**config.mk**
```make
export PLATFORM = sky130hd
export DESIGN_NAME = touch_output_health_pulse
export DESIGN_NICKNAME = d
export VERILOG_FILES = /design/src/design/touch_output_pkg.sv /design/src/design/spread_if.sv /design/src/design/spread_modulator.sv /design/src/design/touch_output_health_pulse.sv
export VERILOG_INCLUDE_DIRS = /design/src /design/src/design
export SDC_FILE = /design/constraint.sdc
export NUM_CORES = 1
export LEC_CHECK = 0
export ABC_AREA = 1
export BUFFER_PORTS_ARGS = -buffer_cell sky130_fd_sc_hd__buf_2
export CAP_MARGIN = 30
export CORE_MARGIN = 5
export CORE_UTILIZATION = 23
export DETAILED_ROUTE_END_ITERATION = 10
export SLEW_MARGIN = 20
export SYNTH_ARGS = -nofsm -noshare
export SYNTH_HDL_FRONTEND = slang
export SYNTH_SLANG_ARGS = --single-unit
```
**constraint.sdc**
```tcl
create_clock -name sys_clk -period 2.8 [get_ports sys_clk]
set_input_delay 0.56 -clock sys_clk [delete_from_list [all_inputs] [get_ports sys_clk]]
set_output_delay 0.56 -clock sys_clk [all_outputs]
set_load 0.005 [all_outputs]
```
**src/design/touch_output_health_pulse_defines.svh**
```systemverilog
`ifndef TOUCH_OUTPUT_HEALTH_PULSE_DEFINES_SVH
`define TOUCH_OUTPUT_HEALTH_PULSE_DEFINES_SVH

`define CLK_MHZ          100
`define HEALTH_US        15
`define HEALTH_CYCLES    (`HEALTH_US * `CLK_MHZ)
`define FAST_GAP_US      1000
`define LOWPWR_SLEEP_MS  80
`define MAX_ON_S         60
`define MAX_ON_BURSTS    ((`MAX_ON_S * 1000) / `LOWPWR_SLEEP_MS)
`define CONSENSUS_LIMIT  3'h4
`define SPREAD_PERMILLE  75
`define SPREAD_STEP      4'hF
`define GAP_W            32
`define HEALTH_W         11
`define BURSTS_W         10
`define TRIM_W           8

`endif

```
**src/design/touch_output_pkg.sv**
```systemverilog
package touch_output_pkg;

  typedef enum logic [1:0] {SLEEP, HEALTH, BURST} phase_t;

  typedef enum logic [1:0] {FAST, LOWPWR, PACED} pace_mode_t;

endpackage

```
**src/design/spread_if.sv**
```systemverilog
`timescale 1ns/10ps
`default_nettype none
`include "touch_output_health_pulse_defines.svh"

interface spread_if;
  logic                      burstActive;
  logic signed [`TRIM_W-1:0] trim;

  modport sequencer (output burstActive, input trim);
  modport modulator (input burstActive, output trim);
endinterface
`default_nettype wire

```
**src/design/spread_modulator.sv**
```systemverilog
`timescale 1ns/10ps
`default_nettype none
`include "touch_output_health_pulse_defines.svh"

module spread_modulator (
  // Clock and reset.
  input wire logic sys_clk,
  input wire logic rst_n,
  input wire logic clkEn,
  // Link to the sequencer.
  spread_if.modulator spr
);

  localparam logic signed [`TRIM_W-1:0] LIMIT = `TRIM_W'(`SPREAD_PERMILLE);
  localparam logic signed [`TRIM_W-1:0] TRIM_STEP = `TRIM_W'(1);

  logic [3:0] stepCount;
  logic       rising;
  logic signed [`TRIM_W-1:0] trimReg;

  assign spr.trim = trimReg;

  ////////////////////////////////////////////////////////////////////////////
  // Triangle sweep of the oscillator trim, in per-mille, only in a burst.
  always_ff @(posedge sys_clk or negedge rst_n) begin
    if (!rst_n) begin
      stepCount <= 4'h0;
      rising    <= 1'b1;
      trimReg   <= '0;
    end else if (clkEn) begin
      if (!spr.burstActive) begin
        stepCount <= 4'h0;
        trimReg   <= '0;
      end else if (stepCount == `SPREAD_STEP) begin
        stepCount <= 4'h0;
        if (rising && trimReg >= LIMIT) begin
          rising  <= 1'b0;
          trimReg <= trimReg - TRIM_STEP;
        end else if (!rising && trimReg <= -LIMIT) begin
          rising  <= 1'b1;
          trimReg <= trimReg + TRIM_STEP;
        end else if (rising) begin
          trimReg <= trimReg + TRIM_STEP;
        end else begin
          trimReg <= trimReg - TRIM_STEP;
        end
      end else begin
        stepCount <= stepCount + 4'h1;
      end
    end
  end

endmodule // spread_modulator
`default_nettype wire

```
**src/design/touch_output_health_pulse.sv**
```systemverilog
`timescale 1ns/10ps
`default_nettype none
`include "touch_output_health_pulse_defines.svh"

module touch_output_health_pulse #(
  parameter int unsigned FAST_GAP_CYCLES = `FAST_GAP_US * `CLK_MHZ,
  parameter int unsigned LOWPWR_SLEEP_CYCLES =
    `LOWPWR_SLEEP_MS * 1000 * `CLK_MHZ
) (
  // Clock, reset and enable.
  input  wire logic                      sys_clk,
  input  wire logic                      rst_n,
  input  wire logic                      clkEn,
  // Pace pin.
  input  wire logic                      paceIn,
  // Measurement result from acquisition.
  input  wire logic                      measDone,
  input  wire logic                      measExceeds,
  // Burst control.
  output logic                           burstActive,
  output logic signed [`TRIM_W-1:0]      oscTrim,
  output logic                           recalRequest,
  // Detect pin.
  output logic                           detectOut,
  output logic                           detectOe
);

  spread_if spr ();

  touch_output_pkg::phase_t     phase;
  touch_output_pkg::pace_mode_t mode;
  logic [`GAP_W-1:0]            gapCount;
  logic [`HEALTH_W-1:0]         healthCount;
  logic [2:0]                   consensus;
  logic [`BURSTS_W-1:0]         onBursts;
  logic                         detect;
  logic                         pacePrev;
  logic [`GAP_W-1:0]            gapLimit;
  logic                         resolving;
  logic                         paceEdge;
  logic                         stuck;
  logic                         wake;
  logic                         healthLast;
  logic                         paceValid;

  spread_modulator u_spread (
    .sys_clk (sys_clk),
    .rst_n   (rst_n),
    .clkEn   (clkEn),
    .spr     (spr)
  );

  function automatic logic burstEnds(touch_output_pkg::phase_t p,
                                     logic done);
    return (p == touch_output_pkg::BURST) && done;
  endfunction

  assign spr.burstActive = (phase == touch_output_pkg::BURST);

  ////////////////////////////////////////////////////////////////////////////
  // Gap selection and events.
  assign resolving = (consensus != 3'h0) && !detect;
  assign paceEdge  = paceValid && (paceIn != pacePrev);
  assign stuck     = detect && measExceeds
                     && (onBursts == `BURSTS_W'(`MAX_ON_BURSTS - 1));
  // A pace edge is ignored while a touch is being resolved.
  assign wake      = (mode == touch_output_pkg::PACED && paceEdge
                      && !resolving)
                     || (gapCount >= gapLimit - `GAP_W'(1));
  assign healthLast = (healthCount == `HEALTH_W'(`HEALTH_CYCLES - 1));

  always_comb begin
    if (mode == touch_output_pkg::FAST || resolving) begin
      gapLimit = `GAP_W'(FAST_GAP_CYCLES);
    end else begin
      gapLimit = `GAP_W'(LOWPWR_SLEEP_CYCLES);
    end
  end

  always_ff @(posedge sys_clk or negedge rst_n) begin
    if (!rst_n) begin
      pacePrev <= 1'b0;
    end else if (clkEn) begin
      pacePrev <= paceIn;
    end
  end

  // The first sample after reset has no history, so it makes no edge.
  always_ff @(posedge sys_clk or negedge rst_n) begin
    if (!rst_n) begin
      paceValid <= 1'b0;
    end else if (clkEn) begin
      paceValid <= 1'b1;
    end
  end

  ////////////////////////////////////////////////////////////////////////////
  // Burst sequencer: sleep, health float, burst.
  always_ff @(posedge sys_clk or negedge rst_n) begin
    if (!rst_n) begin
      phase       <= touch_output_pkg::SLEEP;
      gapCount    <= '0;
      healthCount <= '0;
    end else if (clkEn) begin
      unique case (phase)
        touch_output_pkg::SLEEP: begin
          if (wake) begin
            phase       <= touch_output_pkg::HEALTH;
            gapCount    <= '0;
            healthCount <= '0;
          end else begin
            gapCount <= gapCount + `GAP_W'(1);
          end
        end
        touch_output_pkg::HEALTH: begin
          if (healthLast) begin
            phase <= touch_output_pkg::BURST;
          end else begin
            healthCount <= healthCount + `HEALTH_W'(1);
          end
        end
        touch_output_pkg::BURST: begin
          if (measDone) begin
            phase    <= touch_output_pkg::SLEEP;
            gapCount <= '0;
          end
        end
      endcase
    end
  end

  ////////////////////////////////////////////////////////////////////////////
  // Run mode, picked from the pace pin at each burst end and during sleep.
  always_ff @(posedge sys_clk or negedge rst_n) begin
    if (!rst_n) begin
      mode <= touch_output_pkg::LOWPWR;
    end else if (clkEn) begin
      if (burstEnds(phase, measDone)) begin
        if (paceIn) begin
          mode <= touch_output_pkg::FAST;
        end else if (mode == touch_output_pkg::FAST) begin
          mode <= touch_output_pkg::PACED;
        end
      end else if (phase == touch_output_pkg::SLEEP
                   && mode == touch_output_pkg::LOWPWR && paceEdge) begin
        mode <= touch_output_pkg::PACED;
      end else if (phase == touch_output_pkg::SLEEP
                   && mode == touch_output_pkg::PACED && !paceEdge
                   && gapCount >= `GAP_W'(LOWPWR_SLEEP_CYCLES)
                                   - `GAP_W'(1)) begin
        mode <= paceIn ? touch_output_pkg::FAST : touch_output_pkg::LOWPWR;
      end
    end
  end

  ////////////////////////////////////////////////////////////////////////////
  // Consensus filter, detect state and stuck timeout.
  always_ff @(posedge sys_clk or negedge rst_n) begin
    if (!rst_n) begin
      consensus    <= 3'h0;
      detect       <= 1'b0;
      onBursts     <= '0;
      recalRequest <= 1'b0;
    end else if (clkEn) begin
      recalRequest <= 1'b0;
      if (burstEnds(phase, measDone)) begin
        if (!measExceeds) begin
          consensus <= 3'h0;
          detect    <= 1'b0;
          onBursts  <= '0;
        end else if (stuck) begin
          consensus    <= 3'h0;
          detect       <= 1'b0;
          onBursts     <= '0;
          recalRequest <= 1'b1;
        end else if (detect) begin
          onBursts <= onBursts + `BURSTS_W'(1);
        end else if (consensus == `CONSENSUS_LIMIT - 3'h1) begin
          consensus <= `CONSENSUS_LIMIT;
          detect    <= 1'b1;
        end else begin
          consensus <= consensus + 3'h1;
        end
      end
    end
  end

  ////////////////////////////////////////////////////////////////////////////
  // Pin drive, floated during the health interval.
  always_ff @(posedge sys_clk or negedge rst_n) begin
    if (!rst_n) begin
      detectOut <= 1'b0;
    end else if (clkEn) begin
      detectOut <= detect;
    end
  end

  // The float starts with the health phase and ends as the burst starts.
  always_ff @(posedge sys_clk or negedge rst_n) begin
    if (!rst_n) begin
      detectOe <= 1'b1;
    end else if (clkEn) begin
      if (phase == touch_output_pkg::SLEEP) begin
        detectOe <= !wake;
      end else if (phase == touch_output_pkg::HEALTH) begin
        detectOe <= healthLast;
      end else begin
        detectOe <= 1'b1;
      end
    end
  end

  always_ff @(posedge sys_clk or negedge rst_n) begin
    if (!rst_n) begin
      oscTrim <= '0;
    end else if (clkEn) begin
      oscTrim <= spr.trim;
    end
  end

  assign burstActive = spr.burstActive;

endmodule // touch_output_health_pulse
`default_nettype wire

```
**After elaboration in Yosys (flattened, before gate mapping)**

Cells that the tools add are included.

- Register bits: 87
- Memory bits (read-only): 0
- Bits in writable memories: 0
- Bits in latches: 0
- Memories: 0

- Shift-type cells: 0
- Muxes and demuxes: 42
- Bitwise operators: 0
- Reduce and logical (&&, ||, !) cells: 37
- Multipliers: 0
- Div/mod/pow operators: 0
- Order comparisons: 4
- Equality and inequality tests: 17
- Add/subtract/negate cells: 8

Operator list:

| cell | number |
|---|---|
| 32-bit two-way mux | 2 |
| 32-bit one-hot mux with 2 select lines | 1 |
| 8-bit two-way mux | 5 |
| 32-bit by 1-bit adder with 32-bit output (second input constant) | 1 |
| 32-bit by 23-bit greater-or-equal comparator with 1-bit output (second input constant) | 1 |
| 32-bit greater-or-equal comparator | 1 |
| 32-bit by 1-bit subtractor with 32-bit output (second input constant) | 1 |
| 10-bit two-way mux | 3 |
| 23-bit two-way mux | 1 |
| 11-bit two-way mux | 2 |
| 11-bit one-hot mux with 2 select lines | 1 |
| 2-bit two-way mux | 8 |
| 1-bit logical AND | 14 |
| 1-bit two-way mux | 12 |
| 3-bit two-way mux | 4 |
| 3-bit AND reduction | 4 |
| 4-bit AND reduction | 3 |
| 11-bit by 1-bit adder with 11-bit output (second input constant) | 1 |
| 11-bit == test (second input constant) | 1 |
| 10-bit by 1-bit adder with 10-bit output (second input constant) | 1 |
| 10-bit == test (second input constant) | 1 |
| 2-bit != test (second input constant) | 5 |
| 8-bit by 2-bit adder with 8-bit output (second input constant) | 1 |
| 8-bit greater-or-equal comparator (second input constant) | 1 |
| 20 further kinds | 33 |

**Longest topological paths before layout**

Gate-level depths: netlist of the first run.

- Depth after elaboration: 9
- Mapped depth: 19
- Mapped depth without buffers: 18

**Cells and area by module**

Synthesis of the first run repeated with hierarchy kept, for this count alone.

- Cells, all modules: 769
- Area, all modules: 5688.0 um^2

Modules (own cells, without submodules):

| module | times used | area an instance (um^2) | cells an instance | sequential area each (um^2) |
|---|---|---|---|---|
| touch_output_health_pulse | 1 | 4635.7 | 619 | 1854.3 |
| spread_modulator | 1 | 1052.3 | 150 | 326.6 |

**Least setup slack after synthesis of the first run**

OpenSTA, ideal clock, no wires.

- Path type: reg-to-reg
- Start point: register consensus[0]
- End point: register gapCount[19]
- Stages on the path, launching flop included: 20
- Buffers on the path: 1
- Data arrival time: 2.212 ns
- Required time: 2.672 ns
- Path slack: 0.460 ns
- Path through: dfrtp_1 > inv_1 > ha_1 > nand2_1 > nand2_1 > nand2_1 > inv_1 > ha_1 > nand2_1 > inv_1 > nand2_1 > nor2_1 > nand2_1 > nand3_1 > nand2_2 > nand2_4 > o21ai_2 > inv_2 > buf_8 > nor2_4

- Longest elaborated chain between the ends: 9
- Elaborated cells between the ends (all ways): 11

RTL lines:

| item | line | RTL |
|---|---|---|
| start, declared | touch_output_health_pulse.sv:34 | `logic [2:0] consensus;` |
| start signal, assigned | touch_output_health_pulse.sv:179 | `` consensus <= `CONSENSUS_LIMIT; `` |
| start signal, assigned | touch_output_health_pulse.sv:182 | `consensus <= consensus + 3'h1;` |
| 3-bit nonzero test * | touch_output_health_pulse.sv:62 | `assign resolving = (consensus != 3'h0) && !detect;` |
| 1-bit logical AND * | touch_output_health_pulse.sv:62 |  |
| 1-bit logical OR | touch_output_health_pulse.sv:73 | `if (mode == touch_output_pkg::FAST \|\| resolving) begin` |
| 23-bit two-way mux | touch_output_health_pulse.sv:73 |  |
| 32-bit by 1-bit subtractor with 32-bit output | touch_output_health_pulse.sv:69 | `` \|\| (gapCount >= gapLimit - `GAP_W'(1)); `` |
| 32-bit greater-or-equal comparator | touch_output_health_pulse.sv:69 |  |
| 1-bit logical OR * | touch_output_health_pulse.sv:67 | `assign wake = (mode == touch_output_pkg::PACED && paceEdge` |
| 32-bit two-way mux * | touch_output_health_pulse.sv:107 | `if (wake) begin` |
| 32-bit one-hot mux with 2 select lines * | touch_output_health_pulse.sv:105 | `unique case (phase)` |
| end signal, assigned | touch_output_health_pulse.sv:112 | `` gapCount <= gapCount + `GAP_W'(1); `` |
| end, declared | touch_output_health_pulse.sv:32 | `` logic [`GAP_W-1:0] gapCount; `` |

Mark *: on every way between the ends. The rest lies on a longest branch, timed or not.
A chain may end at the register's enable or synchronous reset.

**Final worst setup path of the first run**

- Start point: register consensus[0]
- End point: register gapCount[12]

Same word-level chain as after synthesis.

==> flow_summary_export.csv, run 1 <==
group,metric,value,unit
status,status,"finished clean",
sta,max_slew.worst_pin.slew,0.600,ns
logic_synthesis,async_flop_share,100,%
routing,detail-route-antenna-nets,0,
flow_run,max_cap_violations,0,
clocking,cts_max_level,3,
clocking,cts.sinks,87,
sta,period_share,87.8,%
clocking,cts-root-buf,"clkbuf_16",
sta,setup_viol,0,
power,finalPower,4.32,mW
sta,clock_skew,0.00939,ns
layout,fin_cells,1133,
logic_synthesis,synth_area_per_cell,7.26,µm²
grt,grt_usage,9.36,%
sta,finalSetupTns,0,ns
logic_synthesis,syn_nets,815,
place,place.gp.congestion,0.841,
power,powerDensity,666,mW/mm²
worst_setup_path,endpoint_kind,"flop",
worst_setup_path,worstPathMaxFanout,13,
routing,viasPerCell,4.28,
sta,fmax,407,MHz
routing,drtIter0Drc,256,
place,portBuffers,17,
worst_setup_path,arrival,2.69,ns
worst_setup_path,crit_type,"reg -> reg",
floorplan,num_rows,57,
floorplan,io_pins,18,
clocking,hold_buffers,0,
clocking,cts_tree,"done",
grt,grt_start_max_net_pins,47,
routing,drc_errors,0,
layout,multi_input_area,0.00301,mm²
place,dp.cells,1117,
clocking,clk_pin_slew_worst_paths,0.07,ns
worst_setup_path,crit_buf_inv,5,
power,p_leak,3.12,nW
logic_synthesis,synth-main-ff-cell,"dfrtp_1",
sta,period_needed,2.46,ns
clocking,worstSkewPairLatency,0.35,ns
logic_synthesis,syn_area,0.00568,mm²
worst_setup_path,path_cells,"inv_1 -> ha_1 -> nand2_1 -> nand2_1 -> nand2_4 -> inv_1 -> ha_1 -> nand2_1 -> inv_1 -> nand2_1 -> nor2_1 -> nand2_1 -> nand3_1 -> nand2_2 -> nand2_4 -> o21ai_2 -> inv_2 -> buf_12 -> nor2_1",
floorplan,die_w,167,µm
sta,rsz0062_at_grt,"false",
sta,hold_viol,0,
floorplan,initial_utilization,23.3,%
clocking,numCtsBuffers,9,
sta,slew_headroom,60.0,%
worst_setup_path,critPathLaunchType,"flop",
floorplan,core-area,0.0243,mm²
logic_synthesis,synth-edff-count,0,
layout,nNetsFinal,837,
routing,vias,4849,
routing,wl,12700,µm
clocking,post-cts-setup-buffer-count,0,
layout,drive_above_1_share,11.6,%
grt,overflow,0,
routing,drtPass1Iterations,4,
logic_synthesis,yosysSeqAreaShare,38.4,%
logic_synthesis,synth_seq_cells,87,
layout,area_growth,14.2,%
grt,grt_pass1_vias,4603,
clocking,clockBufferDepth,2,
logic_synthesis,synthCells,782,
worst_setup_path,crit_family,"simple AND/OR/NAND/NOR gates",
floorplan,die_area,0.0279,mm²
layout,diodes,0,
worst_setup_path,critPathMaxStageDelay,0.35,ns
floorplan,die_h,167,µm
power,vdd_ir_drop_max,401,µV
layout,fillCellCount,2620,
place,dp_hpwl,9440,µm
grt,antenna_found_initial,0,
logic_synthesis,yosysWarnings,0,
logic_synthesis,synth.distinct_cells,42,
worst_setup_path,cpMostUsedCell,"nand2_1",
worst_setup_path,slowest_stage,"dfrtp_1",
hold_path,hold_path.class,"in -> async",
routing,routedWlPerCell,11.2,µm
grt,grt_first_pass_wirelength,21900,µm
layout,seqCellArea,0.00218,mm²
sta,finalMaxSlewViolations,0,
worst_setup_path,cp.required,3.03,ns
==> worst paths after layout <==
| kind | startpoint | endpoint | slack [ns] | cells after the start |
|---|---|---|---|---|
| max | consensus[0]$_DFFE_PN0P_ | gapCount[12]$_DFFE_PN0P_ | 0.34 | 19 |
| min | rst_n | gapCount[26]$_DFFE_PN0P_ | 0.21 | 1 |
| max reg2reg | consensus[0]$_DFFE_PN0P_ | gapCount[12]$_DFFE_PN0P_ | 0.34 | 19 |
| min reg2reg | mode[0]$_DFFE_PN1P_ | mode[0]$_DFFE_PN1P_ | 0.47 | 2 |
| max in group asynchronous | rst_n | detectOe$_DFFE_PN1P_ | 1.88 | 2 |
| min in group sys_clk | mode[0]$_DFFE_PN1P_ | mode[0]$_DFFE_PN1P_ | 0.47 | 2 |
==> kinds of logic after synthesis <==
group                      share of synthesized area [%]
xor gates and xnor gates                            3.86
and+or+nand+nor                                     36.2
AOI/OAI and AO/OA                                   6.70
adders and majority gates                           5.95
DFF                                                 38.4
buffers and inverters                               8.90
==> timing repair <==
item                                    CTS  global route
gates resized for setup                   0             3
endpoints found under the hold margin     0             0
endpoints found under the setup margin    0            31
==> cells in the final DEF, fill, tap and decap left out, drive strengths merged, types with 7 or more instances in the layout <==
cell,count
nand2,218
nor2,116
inv,105
dfrtp,84
nand3,59
o21ai,41
nand4,29
ha,27
buf,27
xor2,22
a21oi,18
nor3,14
clkbuf,11
nor3b,7
clkinv,7
==> registers in the layout, indices dropped and copies added, names as in the netlist, 2 cells and up <==
signal              count
onBursts               10
phase                   2
mode                    2
oscTrim                 8
consensus               3
healthCount            11
u_spread.stepCount      4
gapCount               32
u_spread.spr.trim       8
==> per-layer routing <==
metal | track usage, % | vias up | part of all wire (%)
li1 | - | 2535 | -
met1 | 12.5 | 2235 | 49
met2 | 15.1 | 63 | 45
met3 | 2.64 | 16 | 3.7
met4 | 2.24 | 0 | 1.5
met5 | 0 | - | 0
==> synth_stat cells (3+ instances only) <==
cell type	count	area, µm²
buf_2	4	20.0
o21ai_0	30	150
dfstp_2	3	78.8
nor2_4	12	135
xor2_1	22	193
dfrtp_1	84	2100
clkinv_1	4	15.0
nand3_1	55	275
nand2_1	211	792
nor3b_1	5	37.5
nor2_2	4	25.0
inv_1	94	353
o21ai_2	3	26.3
clkbuf_1	6	22.5
a21oi_1	17	85.1
or2_2	3	18.8
ha_1	27	338
nand4_1	29	181
nand2_2	6	37.5
a31oi_1	3	18.8
xnor2_1	3	26.3
o21ai_1	8	40.0
inv_2	11	41.3
buf_4	3	22.5
nand3_2	4	40.0
nor2_1	100	375
nor3_1	12	60.1
==> per-stage QoR <==
stage	setup slack [ns]	hold slack, ns	utilization [%]	area, µm²
6_report	0.341	0.207	26.7	6480
4_1_cts	0.0898	0.228	26.6	6470
5_1_grt	0.0106	0.250	26.7	6480
3_5_place_dp	0.132	0.469	25.4	6170
3_3_place_gp	0.218	0.471	25.4	6170
2_1_floorplan	0.460	0.264	-	5680
==> power breakdown <==
part           internal, mW  switching, mW
registers              1.44          0.146
logic                 0.498           1.03
clock network         0.694          0.510
total                  2.63           1.69
==> cell type report <==
cell class | count | area share [%]
well taps | 324 | 6.25
inverters | 109 | 6.31
multi-input cells | 570 | 46.4
flip-flops and latches | 87 | 33.6
clock buffers | 11 | 3.59
clock inverters | 5 | 0.926
repair buffers | 27 | 2.90
No activity file was read; power rests on OpenSTA's default activity.
==> run 2: changes to the inputs <==
--- a/config.mk
+++ b/config.mk
@@ -15,4 +15,5 @@
 export SLEW_MARGIN = 20
 export SYNTH_ARGS = -nofsm -noshare
 export SYNTH_HDL_FRONTEND = slang
+export SYNTH_HIERARCHICAL = 1
 export SYNTH_SLANG_ARGS = --single-unit
==> run 2 against run 1 <==
Compared with the run above: synthesized cell count down 1.7%; via count down 2.7%; clock power about the same; die area up 0.17%; highest routed layer unchanged; fmax down 0.76%; hold slack better by 0.027 ns; global-route usage down 0.29 points.
==> flow_summary_export.csv, run 2 <==
group,metric,value,unit
status,status,"finished clean",
clocking,cts_max_level,3,
layout,mostFrequentLayoutCell,"nand2_1",
place,dp_hpwl,8970,µm
logic_synthesis,async_flop_share,100,%
worst_setup_path,crit_family,"simple AND/OR/NAND/NOR gates",
sta,period_share,88.5,%
clocking,clk_pin_slew_worst_paths,0.07,ns
logic_synthesis,synth.distinct_cells,40,
grt,antenna_found_initial,0,
logic_synthesis,yosysTopAreaCell,"dfrtp_1",
floorplan,initial_utilization,23.4,%
worst_setup_path,arrival,2.71,ns
routing,wl,12400,µm
layout,nNetsFinal,819,
place,place.gp.congestion,0.817,
sta,setup_viol,0,
logic_synthesis,synth-edff-count,0,
clocking,clockBufferDepth,2,
worst_setup_path,cpMostUsedCell,"nand2_1",
layout,utilization,26.5,%
power,power.internal,2.56,mW
worst_setup_path,cp.required,3.03,ns
grt,grt_pass1_vias,4560,
layout,seqCellArea,0.00218,mm²
logic_synthesis,synth_seq_cells,87,
power,combPwrFrac,34.0,%
worst_setup_path,crit_buf_inv,3,
layout,mostFrequentLayoutCells,"224 x nand2_1, 93 x inv_1, 87 x nor2_1",
power,powerDensity,649,mW/mm²
logic_synthesis,syn_area,0.00569,mm²
grt,grt_use_met1,12.6,%
sta,clock_skew,0.0102,ns
layout,largestRegisters,"gapCount: 32 flops, healthCount: 11 flops, onBursts: 10 flops",
power,vdd_ir_drop_max,365,µV
layout,fillCellCount,2667,
logic_synthesis,synth_most_common_cell,"nand2_1",
logic_synthesis,synth.top_cells.by_area,"dfrtp_1 37%, nand2_1 15%, inv_1 6.1%, ha_1 5.9%, nor2_1 5.7%",
layout,fin_cells,1115,
floorplan,core-area,0.0243,mm²
routing,viasPerCell,4.23,
worst_setup_path,worstPathMaxFanout,11,
routing,drtIter0Drc,226,
logic_synthesis,yosysSeqAreaShare,38.3,%
grt,grt_usage,9.07,%
logic_synthesis,yosysWarnings,6,
place,portBuffers,17,
power,p_sw_share,38.7,%
routing,routedWlPerCell,11.1,µm
clocking,cts-root-buf,"clkbuf_16",
clocking,worstSkewPairLatency,0.34,ns
clocking,numCtsBuffers,9,
logic_synthesis,synth_area_per_cell,7.40,µm²
hold_path,hold_path.class,"in -> async",
power,p_sw,1.62,mW
place,dp.cells,1099,
routing,drtPass1Iterations,4,
clocking,cts_tree,"done",
floorplan,die_w,167,µm
grt,grt_start_max_net_pins,88,
layout,largest_reg_flops,32,
power,p_seq_share,36.7,%
layout,area_growth,13.1,%
floorplan,num_rows,57,
sta,finalSetupTns,0,ns
worst_setup_path,slowest_stage,"dfrtp_1",
logic_synthesis,synthTopCellsByCount,"225 x nand2_1, 93 x inv_1, 87 x nor2_1, 84 x dfrtp_1, 55 x nand3_1",
routing,drc_errors,0,
worst_setup_path,critPathLaunchType,"flop",
sta,slew_headroom,68.9,%
sta,finalMaxSlewViolations,0,
floorplan,die_h,167,µm
layout,multi_input_area,0.00299,mm²
worst_setup_path,crit_type,"reg -> reg",
grt,grt_first_pass_wirelength,21600,µm
sta,fmax,404,MHz
logic_synthesis,yosys.area.top_type_share,37.0,%
worst_setup_path,endpoint_kind,"flop",
floorplan,die_area,0.0280,mm²
sta,period_needed,2.48,ns
power,clockPowerShare,29.3,%
routing,vias,4720,
logic_synthesis,syn_nets,802,
worst_setup_path,path_cells,"inv_1 -> ha_1 -> nand2_1 -> nand2_1 -> nand2_2 -> inv_1 -> ha_1 -> nand2_1 -> inv_1 -> nand2_1 -> nor2_1 -> nand2_1 -> nand3_1 -> nand2_2 -> nand3_2 -> nand3_2 -> nand2_1 -> nand2_1",
sta,max_slew.worst_pin.slew,0.466,ns
routing,detail-route-antenna-nets,0,
sta,hold_viol,0,
logic_synthesis,synth-main-ff-cell,"dfrtp_1",
flow_run,max_cap_violations,0,
clocking,cts.sinks,87,
floorplan,io_pins,18,
grt,overflow,0,
place,dp_slack,0.164,ns
grt,gr-usage-met2,14.3,%
power,p_leak,3.19,nW
layout,drive_above_1_share,11.6,%
sta,fin_ws,0.322,ns
grt,grt.busiest_layer,"met2",
grt,use_met3,2.10,%
power,finalPower,4.17,mW
logic_synthesis,synthCells,769,
layout,diodes,0,
worst_setup_path,critPathMaxStageDelay,0.38,ns
layout,regMostFlops,"gapCount",
-- run 2: cell count changes after synthesis, moves of 5 or more --
cell / before / now
a21oi_2: 1 / 11
inv_2: 11 / 6
nand2_1: 211 / 225
nor2_1: 100 / 87
nor2_4: 12 / 5
o21ai_0: 30 / 11
o21ai_1: 8 / 2
xor2_1: 22 / 32
-- run 2: worst paths after layout --
path                            slack, ns  cells after the start                      from                          endpoint
worst min-delay path                 0.23                      2                     rst_n  u_spread/spr.trim[3]$_DFFE_PN0P_
min in group sys_clk                 0.47                      2       mode[0]$_DFFE_PN1P_               mode[0]$_DFFE_PN1P_
worst max register to register       0.32                     18  consensus[0]$_DFFE_PN0P_        healthCount[7]$_DFFE_PN0P_
worst max-delay path                 0.32                     18  consensus[0]$_DFFE_PN0P_        healthCount[7]$_DFFE_PN0P_
worst min register to register       0.47                      2       mode[0]$_DFFE_PN1P_               mode[0]$_DFFE_PN1P_
max in group asynchronous            2.18                      2                     rst_n               mode[0]$_DFFE_PN1P_
-- run 2: area by class of cell --
class / instances / area share (%)
well taps: 324 / 6.30
repair buffers: 28 / 2.84
inverters: 100 / 5.83
multi-input cells: 560 / 46.5
clock inverters: 6 / 1.05
flip-flops and latches: 87 / 33.9
clock buffers: 10 / 3.56
-- run 2: routing by layer --
layer  part of all wire [%]  vias up
met3                    2.9       16
met1                     52     2174
met4                    1.3        0
met2                     44       48
li1                       -     2482
met5                      0        -
-- run 2: what timing repair did --
item                                    CTS  global route
hold endpoints to repair                  0             0
resized for setup                         0             1
hold buffers                              0             0
buffers inserted                          0             0
endpoints found under the setup margin    0            33
-- run 2: through the flow --
| step | hold WS [ns] | area, µm² |
|---|---|---|
| global route | 0.264 | 6430 |
| finish | 0.234 | 6430 |
| detailed placement | 0.460 | 6140 |
| floorplan | 0.264 | 5690 |
| global placement | 0.451 | 6140 |
| CTS | 0.261 | 6430 |
-- run 2: logic make-up after synthesis --
kind of cell             count (synthesis)  synth area share (%)
AND/OR/NAND/NOR                        442                  35.0
buffers and inverters                  122                  9.26
flip-flops                              87                  38.3
AO/OA/AOI/OAI                           58                  6.36
XOR/XNOR                                33                  5.08
adder cells (fa/ha/maj)                 27                  5.94
-- run 2: power groups by stage --
stage	Sequential, mW	Clock [mW]	Combinational, mW
floorplan	1.53	0	1.09
global placement	1.55	0	1.41
detailed placement	1.55	0	1.43
CTS	1.53	1.27	1.44
global route	1.55	1.33	1.64
finish	1.53	1.22	1.42
